## config.mk

```make
export PLATFORM = sky130hd
export DESIGN_NAME = ssdr_spi_ready
export DESIGN_NICKNAME = d
export VERILOG_FILES = /design/src/ssdr_fifo.v /design/src/ssdr_spi_ready.v /design/src/ssdr_sync.v
export VERILOG_INCLUDE_DIRS = /design/src
export SDC_FILE = /design/constraint.sdc
export NUM_CORES = 1
export LEC_CHECK = 0
export BUFFER_PORTS_ARGS = -buffer_cell sky130_fd_sc_hd__buf_2
export CAP_MARGIN = 0
export CORE_ASPECT_RATIO = 1.75
export CORE_MARGIN = 2
export CORE_UTILIZATION = 55
export CTS_CLUSTER_SIZE = 10
export DETAILED_ROUTE_END_ITERATION = 16
export GPL_TIMING_DRIVEN = 0
export PLACE_DENSITY = 0.72
export SETUP_SLACK_MARGIN = 0.5
export SLEW_MARGIN = 20
export SYNTH_ARGS = -nofsm -noshare
export SYNTH_HDL_FRONTEND = slang
export SYNTH_SLANG_ARGS = --single-unit
```

## constraint.sdc

```tcl
create_clock -name i_clk -period 10.1 [get_ports i_clk]
set_input_delay 2.02 -clock i_clk [delete_from_list [all_inputs] [get_ports i_clk]]
set_output_delay 2.02 -clock i_clk [all_outputs]
set_load 0.02 [all_outputs]
```

## src/ssdr_regs.vh

```
`ifndef SSDR_REGS_VH
`define SSDR_REGS_VH

// ****************************************
// command byte layout
// ****************************************
`define SSDR_CMD_BITS 8
`define SSDR_CMD_START_BIT 7
`define SSDR_CMD_REG_BIT 6
`define SSDR_CMD_RW_BIT 0
`define SSDR_ADDR_MSB 5
`define SSDR_ADDR_LSB 1

// ****************************************
// register addresses and sizes
// ****************************************
`define SSDR_ADDR_STAT 5'h00
`define SSDR_ADDR_DATA 5'h06
`define SSDR_BYTES_DATA 3'h3
`define SSDR_BYTES_STAT 3'h2
`define SSDR_BYTES_OTHER 3'h1

// ****************************************
// status field positions
// ****************************************
`define SSDR_STAT_DONE_LSB 0
`define SSDR_MODULATOR_ACTIVE_BIT 8

// ****************************************
// timing counts
// ****************************************
`define SSDR_RD_DONE_BITS 23
`define SSDR_PRE_CYCLES 4
`define SSDR_WARMUP_RESULTS 4
`define SSDR_FIFO_DEPTH 32

`endif

```

## src/ssdr_fifo.v

```verilog
`timescale 1ns/1ps
module ssdr_fifo #(
  parameter W = 28,
  parameter DEPTH = 32,
  parameter AW = $clog2(DEPTH)
) (
  input wire i_clk,
  input wire i_rst,
  input wire i_ce,
  input wire i_in_valid,
  output reg o_in_ready,
  input wire [W-1:0] i_in_data,
  output reg o_out_valid,
  input wire i_out_ready,
  output wire [W-1:0] o_out_data
);
  localparam [AW:0] DEPTH_C = DEPTH;
  reg [W-1:0] mem [0:DEPTH-1];
  reg [AW-1:0] wr_ptr_q;
  reg [AW-1:0] rd_ptr_q;
  reg [AW:0] count_q;
  reg [AW:0] count_d;
  wire push;
  wire pop;

  assign push = i_ce & i_in_valid & o_in_ready;
  assign pop = i_ce & i_out_ready & o_out_valid;
  assign o_out_data = mem[rd_ptr_q];

  always @* begin
    count_d = count_q;
    if (push & ~pop)
      count_d = count_q + 1'b1;
    else if (pop & ~push)
      count_d = count_q - 1'b1;
  end

  always @(posedge i_clk) begin
    if (push)
      mem[wr_ptr_q] <= i_in_data;
  end

  // full and empty kept as flops so the ready port is registered
  always @(posedge i_clk or posedge i_rst) begin
    if (i_rst) begin
      wr_ptr_q <= {AW{1'b0}};
      rd_ptr_q <= {AW{1'b0}};
      count_q <= {(AW+1){1'b0}};
      o_in_ready <= 1'b0;
      o_out_valid <= 1'b0;
    end else if (i_ce) begin
      if (push)
        wr_ptr_q <= wr_ptr_q + 1'b1;
      if (pop)
        rd_ptr_q <= rd_ptr_q + 1'b1;
      count_q <= count_d;
      o_in_ready <= (count_d != DEPTH_C);
      o_out_valid <= (count_d != {(AW+1){1'b0}});
    end
  end
endmodule

```

## src/ssdr_spi_ready.v

```verilog
`timescale 1ns/1ps
`include "ssdr_regs.vh"

// Operation
// - chip select is active low; traffic is served only while it is low
// - chip select rising returns the serial port to idle, dropping partial work
// - input line sampled on each serial clock rise while selected
// - output bit changes on each serial clock fall
// - deselected: clock and input ignored, output released
// - output driven for the whole time chip select is low
// - registers reachable are 8 to 24 bits wide
// - ready low means result readable, high means conversion pending
// - completed data read drives ready high
// - ready goes high four master cycles before the data register loads
// - after a read, ready falls once per output sample
// - unread result: ready high for four cycles, then low again
// - continuous mode: ready stays high for four results, falls on fifth
// - sequencer 2/3 with suppression clear: per-channel single-channel behaviour
// - per-channel signalling gives one falling edge per enabled channel
// - suppression set: only the last channel drops ready
// - six channel done flags set on completion in sequencer 2/3
// - modulator active flag high while converting
// - command byte starts with 1; next bit picks conversion or register access
// - writes commit per byte, MSB first, every eighth clock from the sixteenth
// - data read of 23 bits or more completes; shorter leaves ready low
module ssdr_spi_ready #(
  parameter DATA_W = 24,
  parameter CHAN_W = 3,
  parameter NCHAN = 6,
  parameter FIFO_DEPTH = `SSDR_FIFO_DEPTH
) (
  input wire i_clk,
  input wire i_rst,
  input wire i_ce,
  input wire i_chip_select_n,
  input wire i_sclk,
  input wire i_din,
  output reg o_dout,
  output reg o_dout_oe,
  output reg o_result_ready_n,
  input wire i_res_valid,
  output wire o_res_ready,
  input wire [DATA_W-1:0] i_res_data,
  input wire [CHAN_W-1:0] i_res_chan,
  input wire i_res_last,
  input wire i_continuous,
  input wire [1:0] i_sequencer_config,
  input wire i_ready_last_channel_only,
  input wire i_conv_start,
  input wire i_modulator_busy,
  input wire [NCHAN-1:0] i_done_clear,
  output reg [NCHAN-1:0] o_channel_done_flags,
  output reg o_modulator_active,
  output reg o_conv_cmd_valid,
  output reg [5:0] o_conv_cmd,
  output reg o_wr_valid,
  output reg [4:0] o_wr_addr,
  output reg [1:0] o_wr_byte,
  output reg [7:0] o_wr_data,
  output reg [4:0] o_rd_addr,
  input wire [23:0] i_reg_rdata
);
  localparam FW = DATA_W + CHAN_W + 1;
  localparam [1:0] RS_IDLE = 2'b00;
  localparam [1:0] RS_PRE = 2'b01;
  localparam [2:0] PRE_LAST = `SSDR_PRE_CYCLES - 1;
  localparam [2:0] WARM_N = `SSDR_WARMUP_RESULTS;
  localparam [5:0] CMD_END = `SSDR_CMD_BITS;
  localparam [5:0] RD_DONE_CNT = `SSDR_CMD_BITS + `SSDR_RD_DONE_BITS;

  // ****************************************
  // helpers
  // ****************************************
  function [2:0] reg_bytes;
    input [4:0] addr;
    begin
      if (addr == `SSDR_ADDR_DATA)
        reg_bytes = `SSDR_BYTES_DATA;
      else if (addr == `SSDR_ADDR_STAT)
        reg_bytes = `SSDR_BYTES_STAT;
      else
        reg_bytes = `SSDR_BYTES_OTHER;
    end
  endfunction

  // every register leaves MSB first, so the word is left aligned
  function [23:0] rd_word;
    input [4:0] addr;
    input [23:0] data;
    input [15:0] stat;
    input [23:0] ext;
    begin
      if (addr == `SSDR_ADDR_DATA)
        rd_word = data;
      else if (addr == `SSDR_ADDR_STAT)
        rd_word = {stat, 8'h00};
      else
        rd_word = ext;
    end
  endfunction

  // ****************************************
  // pin synchronisers
  // ****************************************
  wire sclk_s;
  wire csn_s;
  wire din_s;

  ssdr_sync #(.W(3), .RST_VAL(3'b010)) u_sync (
    .i_clk(i_clk),
    .i_rst(i_rst),
    .i_ce(i_ce),
    .i_async({i_sclk, i_chip_select_n, i_din}),
    .o_sync({sclk_s, csn_s, din_s})
  );

  reg sclk_d_q;
  wire sclk_rise;
  wire sclk_fall;

  assign sclk_rise = sclk_s & ~sclk_d_q & ~csn_s;
  assign sclk_fall = ~sclk_s & sclk_d_q & ~csn_s;

  // ****************************************
  // serial port
  // ****************************************
  reg [5:0] bit_cnt_q;
  reg [7:0] rx_q;
  reg [23:0] tx_q;
  reg is_reg_q;
  reg is_read_q;
  reg data_rd_q;
  reg rd_done_q;
  reg [4:0] addr_q;
  reg [DATA_W-1:0] data_q;
  wire [7:0] rx_d;
  wire [5:0] cnt_d;
  wire [2:0] wr_idx;
  wire [15:0] stat_word;
  wire [23:0] rd_now;

  assign rx_d = {rx_q[6:0], din_s};
  assign cnt_d = (bit_cnt_q == 6'h3f) ? bit_cnt_q : bit_cnt_q + 6'h01;
  assign wr_idx = cnt_d[5:3] - 3'h2;
  assign stat_word = {7'h00, o_modulator_active, 2'h0, o_channel_done_flags};
  assign rd_now = rd_word(addr_q, data_q, stat_word, i_reg_rdata);

  always @(posedge i_clk or posedge i_rst) begin
    if (i_rst) begin
      sclk_d_q <= 1'b0;
      bit_cnt_q <= 6'h00;
      rx_q <= 8'h00;
      tx_q <= 24'h00_0000;
      is_reg_q <= 1'b0;
      is_read_q <= 1'b0;
      data_rd_q <= 1'b0;
      rd_done_q <= 1'b0;
      addr_q <= 5'h00;
      o_dout <= 1'b0;
      o_dout_oe <= 1'b0;
      o_conv_cmd_valid <= 1'b0;
      o_conv_cmd <= 6'h00;
      o_wr_valid <= 1'b0;
      o_wr_addr <= 5'h00;
      o_wr_byte <= 2'h0;
      o_wr_data <= 8'h00;
      o_rd_addr <= 5'h00;
    end else if (i_ce) begin
      sclk_d_q <= sclk_s;
      o_conv_cmd_valid <= 1'b0;
      o_wr_valid <= 1'b0;
      rd_done_q <= 1'b0;
      o_dout_oe <= ~csn_s;
      if (csn_s) begin
        // deselected or just released: drop any half-done transfer
        bit_cnt_q <= 6'h00;
        is_reg_q <= 1'b0;
        is_read_q <= 1'b0;
        data_rd_q <= 1'b0;
        o_dout <= 1'b0;
      end else if (sclk_rise) begin
        bit_cnt_q <= cnt_d;
        rx_q <= rx_d;
        if (cnt_d == CMD_END && rx_d[`SSDR_CMD_START_BIT]) begin
          if (!rx_d[`SSDR_CMD_REG_BIT]) begin
            o_conv_cmd_valid <= 1'b1;
            o_conv_cmd <= rx_d[5:0];
          end else begin
            is_reg_q <= 1'b1;
            is_read_q <= rx_d[`SSDR_CMD_RW_BIT];
            addr_q <= rx_d[`SSDR_ADDR_MSB:`SSDR_ADDR_LSB];
            o_rd_addr <= rx_d[`SSDR_ADDR_MSB:`SSDR_ADDR_LSB];
            data_rd_q <= rx_d[`SSDR_CMD_RW_BIT] &
                         (rx_d[`SSDR_ADDR_MSB:`SSDR_ADDR_LSB] == `SSDR_ADDR_DATA);
          end
        end
        // short writes never reach the sixteenth clock and commit nothing
        if (is_reg_q && !is_read_q && cnt_d[2:0] == 3'h0 && cnt_d > CMD_END
            && wr_idx < reg_bytes(addr_q) && bit_cnt_q != 6'h3f) begin
          o_wr_valid <= 1'b1;
          o_wr_addr <= addr_q;
          o_wr_byte <= wr_idx[1:0];
          o_wr_data <= rx_d;
        end
        if (data_rd_q && cnt_d == RD_DONE_CNT && bit_cnt_q != 6'h3f)
          rd_done_q <= 1'b1;
      end else if (sclk_fall && is_read_q) begin
        // read stays active until deselect; past the word zeros go out
        if (bit_cnt_q == CMD_END) begin
          o_dout <= rd_now[23];
          tx_q <= {rd_now[22:0], 1'b0};
        end else begin
          o_dout <= tx_q[23];
          tx_q <= {tx_q[22:0], 1'b0};
        end
      end
    end
  end

  // ****************************************
  // result buffer
  // ****************************************
  wire fifo_valid;
  wire [FW-1:0] fifo_data;
  wire pop;
  reg [1:0] rs_q;
  reg [2:0] pre_cnt_q;
  reg [2:0] warm_q;

  // draining waits while a data read is in flight, so results back up here
  assign pop = (rs_q == RS_PRE) && (pre_cnt_q == PRE_LAST);

  ssdr_fifo #(.W(FW), .DEPTH(FIFO_DEPTH)) u_fifo (
    .i_clk(i_clk),
    .i_rst(i_rst),
    .i_ce(i_ce),
    .i_in_valid(i_res_valid),
    .o_in_ready(o_res_ready),
    .i_in_data({i_res_last, i_res_chan, i_res_data}),
    .o_out_valid(fifo_valid),
    .i_out_ready(pop),
    .o_out_data(fifo_data)
  );

  // ****************************************
  // data ready sequencing
  // ****************************************
  wire seq_multi;
  wire f_last;
  wire [CHAN_W-1:0] f_chan;
  wire warm_hide;
  wire seq_hide;
  reg [NCHAN-1:0] done_set;

  assign seq_multi = (i_sequencer_config == 2'h2) || (i_sequencer_config == 2'h3);
  assign f_last = fifo_data[FW-1];
  assign f_chan = fifo_data[FW-2:DATA_W];
  assign warm_hide = i_continuous && (warm_q < WARM_N);
  assign seq_hide = seq_multi && i_ready_last_channel_only && !f_last;

  always @* begin
    done_set = {NCHAN{1'b0}};
    if (pop && seq_multi)
      done_set[f_chan] = 1'b1;
  end

  always @(posedge i_clk or posedge i_rst) begin
    if (i_rst) begin
      rs_q <= RS_IDLE;
      pre_cnt_q <= 3'h0;
      warm_q <= 3'h0;
      data_q <= {DATA_W{1'b0}};
      o_result_ready_n <= 1'b1;
      o_channel_done_flags <= {NCHAN{1'b0}};
      o_modulator_active <= 1'b0;
    end else if (i_ce) begin
      o_modulator_active <= i_modulator_busy;
      // a completion in the clearing cycle survives
      o_channel_done_flags <= (o_channel_done_flags & ~i_done_clear) | done_set;
      if (i_conv_start)
        warm_q <= 3'h0;
      if (rd_done_q)
        o_result_ready_n <= 1'b1;
      case (rs_q)
        RS_IDLE: begin
          if (fifo_valid && !data_rd_q) begin
            rs_q <= RS_PRE;
            pre_cnt_q <= 3'h0;
            o_result_ready_n <= 1'b1;
          end
        end
        RS_PRE: begin
          pre_cnt_q <= pre_cnt_q + 3'h1;
          if (pre_cnt_q == PRE_LAST) begin
            rs_q <= RS_IDLE;
            data_q <= fifo_data[DATA_W-1:0];
            if (i_continuous && warm_q < WARM_N && !i_conv_start)
              warm_q <= warm_q + 3'h1;
            if (!warm_hide && !seq_hide)
              o_result_ready_n <= 1'b0;
          end
        end
        default: rs_q <= RS_IDLE;
      endcase
    end
  end
endmodule

```

## src/ssdr_sync.v

```verilog
`timescale 1ns/1ps
module ssdr_sync #(
  parameter W = 1,
  parameter [W-1:0] RST_VAL = {W{1'b0}}
) (
  input wire i_clk,
  input wire i_rst,
  input wire i_ce,
  input wire [W-1:0] i_async,
  output reg [W-1:0] o_sync
);
  reg [W-1:0] meta_q;

  // first stage feeds only the second stage
  always @(posedge i_clk or posedge i_rst) begin
    if (i_rst) begin
      meta_q <= RST_VAL;
      o_sync <= RST_VAL;
    end else if (i_ce) begin
      meta_q <= i_async;
      o_sync <= meta_q;
    end
  end
endmodule

```

==> flow_metrics.tcl <==
set metrics [dict create \
    status "completed" \
    synth_top_family_by_area "multiplexers" \
    io_buffers 108 \
    cts_tree "built" \
    cp_top_family "simple AND/OR/NAND/NOR gates" \
    layout_worst_path_cycle_share_pct 47.4 \
    synth_area_per_cell_um2 20.6 \
    synth-async-reset-ratio_pct 13.0 \
    finalSetupTns_ns 0 \
    yosysWarnings 0 \
    placementRows 131 \
    cp-start-kind "input port" \
    place_area_mm2 0.0437 \
    p_total_uw 11200 \
    post_cts_resize_count 0 \
    dieArea_mm2 0.0757 \
    worstReg2RegStart "u_fifo.rd_ptr_q[1]" \
    fin_skew_ns 0.0240 \
    synthDistinctLibCells 64 \
    yosys.area_share.simple_pct 3.09 \
    final_cell_area_mm2 0.0468 \
    gp_congestion 0.931 \
    pin_count 110 \
    ant_nets 0 \
    critPathMaxStageDelay_ns 0.77 \
    cts_root_buf "clkbuf_16" \
    htree_levels 3 \
    nets 2323 \
    synth_xor_area_share_pct 0.304 \
    cp_data_required_time_ns 10.50 \
    crit_arrival_ns 5.19 \
    grt_pass1_vias 22900 \
    hold_ws_ns 0.476 \
    yosys.area.top_type "edfxtp_1" \
    drc 0 \
    synthMuxAreaShare_pct 17.0 \
    multiInputGateArea_mm2 0.00981 \
    critPathCaptureType "register" \
    drtIter0Drc 3132 \
    yosysSeqAreaShare_pct 74.9 \
    crit_path_max_fanout 11 \
    avgViaCountPerCell 6.73 \
    synth_compound_area_share_pct 2.93 \
    antenna_found_initial 8 \
    slew_headroom_pct 21.3 \
    start_util_pct 55.5 \
    max-vdd-ir-drop_uv 146 \
    syn_inst 1964 \
    wirelength_um 114000 \
    most-common-layout-cells "edfxtp_1 (896), mux4_2 (269), buf_2 (147)" \
    synth-edff-count 896 \
    drt-pass1-iter-count 6 \
    ys_ff_latch 1030 \
    post-place-cells 3056 \
    grt_usage_pct 30.9 \
    hold_class "reg2reg" \
    reg2reg_slack_ns 5.79 \
    p_per_area_mw_per_mm2 240 \
    grt_pass1_wl_um 162000 \
    leakagePower_uw 0.0155 \
    cts.clk_slew.worst_paths_ns 0.06 \
    drive_gt1_share_pct 30.0 \
    worst_r2r_endpoint "data_q[0]" \
    hold_viol_final 0 \
    synth_flop_cell "edfxtp_1" \
    register_area_mm2 0.0303 \
    hold_depth 1 \
    insertion_delay_ns 0.71 \
    syn_area_mm2 0.0404 \
    cap_violations 0 \
    clock.fmax_mhz 209 \
    critical_path_buf_inv_count 5 \
    cts_setup_buffers 0 \
    vias 21700 \
    reg2reg_depth 7 \
    synthTopCellsByArea "edfxtp_1 (67%), mux4_2 (15%), dfrtp_1 (8.1%)" \
    synth_fa_ha_area_share_pct 0.403 \
    min_period_ns 4.79 \
    crit_type "in2reg" \
    die_w_um 209 \
    grt_max_degree 107 \
    crit_chain "buf_2 -> clkbuf_1 -> and3_1 -> buf_1 -> nand2_1 -> nor2_4 -> buf_16 -> buf_8" \
    fp.dieH_um 362 \
    cts_hold_buf 0 \
    rsz0062_at_grt "no" \
    drt-wirelength-per-cell_um 35.5 \
    synth_top_area_share_pct 66.6 \
    cts_made_buffers 112 \
    min-delay-start "o_dout_oe" \
    setup_viol 0 \
    area_growth_pct 15.9 \
    overflow 0 \
    stdcell_count 3220 \
    clock_sinks 1030 \
    worstMarginPinSlew_ns 1.18 \
    cts_buffer_depth 3 \
    final_common_cell "edfxtp_1" \
    min_to "o_dout_oe" \
    dpl.hpwl_um 75200 \
    n_fill_cell 4652 \
    slew_violations 0 \
    core-area_mm2 0.0728 \
    synth_nets 2048 \
    cpMaxStageDelayCell "nor2_4" \
]
## cells in the mapped netlist, types with 10 or more instances
cell type and number:
nand3_1 15, inv_1 20, o21ai_0 70, nor2_1 57, buf_2 39, a221o_1 17, edfxtp_1 896, ha_1 13
mux2_2 41, mux4_2 269, dfrtp_1 131, mux2i_1 31, xnor2_1 11, clkbuf_1 59, buf_1 10, nand2_1 119
and3_1 10
## metrics by stage
stage,utilization [%],worst slack (ns)
2_1_floorplan,-,4.50
3_3_place_gp,57.8,2.81
3_5_place_dp,60.0,4.63
4_1_cts,64.3,5.38
5_1_grt,64.3,5.26
6_report,64.3,5.31
## area by class of cell
cell class              instances  share of cell area (%)
diodes                          3                  0.0160
plain buffers                 111                    1.04
clock buffers                 157                    6.49
clock inverters                 4                   0.155
inverters                      20                   0.176
multi-input cells             803                    21.0
flip-flops and latches       1030                    64.7
well taps                     931                    2.49
repair buffers                161                    3.99
## how the worst max path moves through the flow
stage | startpoint | end | slack (ns) | cells past startpoint
global placement | i_ce | u_fifo.mem[15][7] | 2.81 | 7
floorplan | i_rst | addr_q[0] | 4.50 | 1
CTS | i_ce | u_fifo.mem[17][8] | 5.38 | 7
finish | i_ce | u_fifo.mem[26][23] | 5.31 | 8
detailed placement | i_ce | u_fifo.mem[17][6] | 4.63 | 7
global route | i_ce | u_fifo.mem[17][8] | 5.26 | 7
## worst reg2reg max path, cell delays in order, from the launching register on
cell and delay (ns):
dfrtp_1 0.38, buf_2 0.29, buf_1 0.78, buf_1 0.94, mux4_2 0.43, mux4_2 0.49, mux2i_1 0.63, o21ai_0 0.21
## per-layer routing
| metal | GRT usage, % | wire length [um] |
|---|---|---|
| met1 | 32.6 | 35700 |
| met2 | 55.3 | 61300 |
| met3 | 5.71 | 8670 |
| met4 | 22.0 | 8640 |
| met5 | 0.325 | 58 |
## state kept, by name, summed over array words and instances, names as in the netlist, 3 cells and up
name / flops
rx_q: 7
u_sync.o_sync: 3
u_fifo.mem: 896
u_fifo.count_q: 6
u_sync.meta_q: 3
o_conv_cmd: 6
bit_cnt_q: 6
u_fifo.rd_ptr_q: 5
o_wr_addr: 5
o_channel_done_flags: 6
warm_q: 3
u_fifo.wr_ptr_q: 5
pre_cnt_q: 3
data_q: 24
o_wr_data: 8
addr_q: 5
tx_q: 23
## power by group
group / switching, uW / leakage [uW] / total [uW] / internal, uW
Clock: 1570 / 0.00150 / 3620 / 2050
Sequential: 129 / 0.00982 / 4970 / 4840
Combinational: 1490 / 0.00417 / 2620 / 1130
Total: 3190 / 0.0155 / 11200 / 8020
## logic make-up after synthesis
kind of cell | Yosys count
DFF | 1030
xor gates and xnor gates | 14
muxes | 343
and+or+nand+nor | 263
AOI/OAI and AO/OA | 170
adders and majority gates | 13
buffers and inverters | 131
No activity file was read; power rests on OpenSTA's default activity.
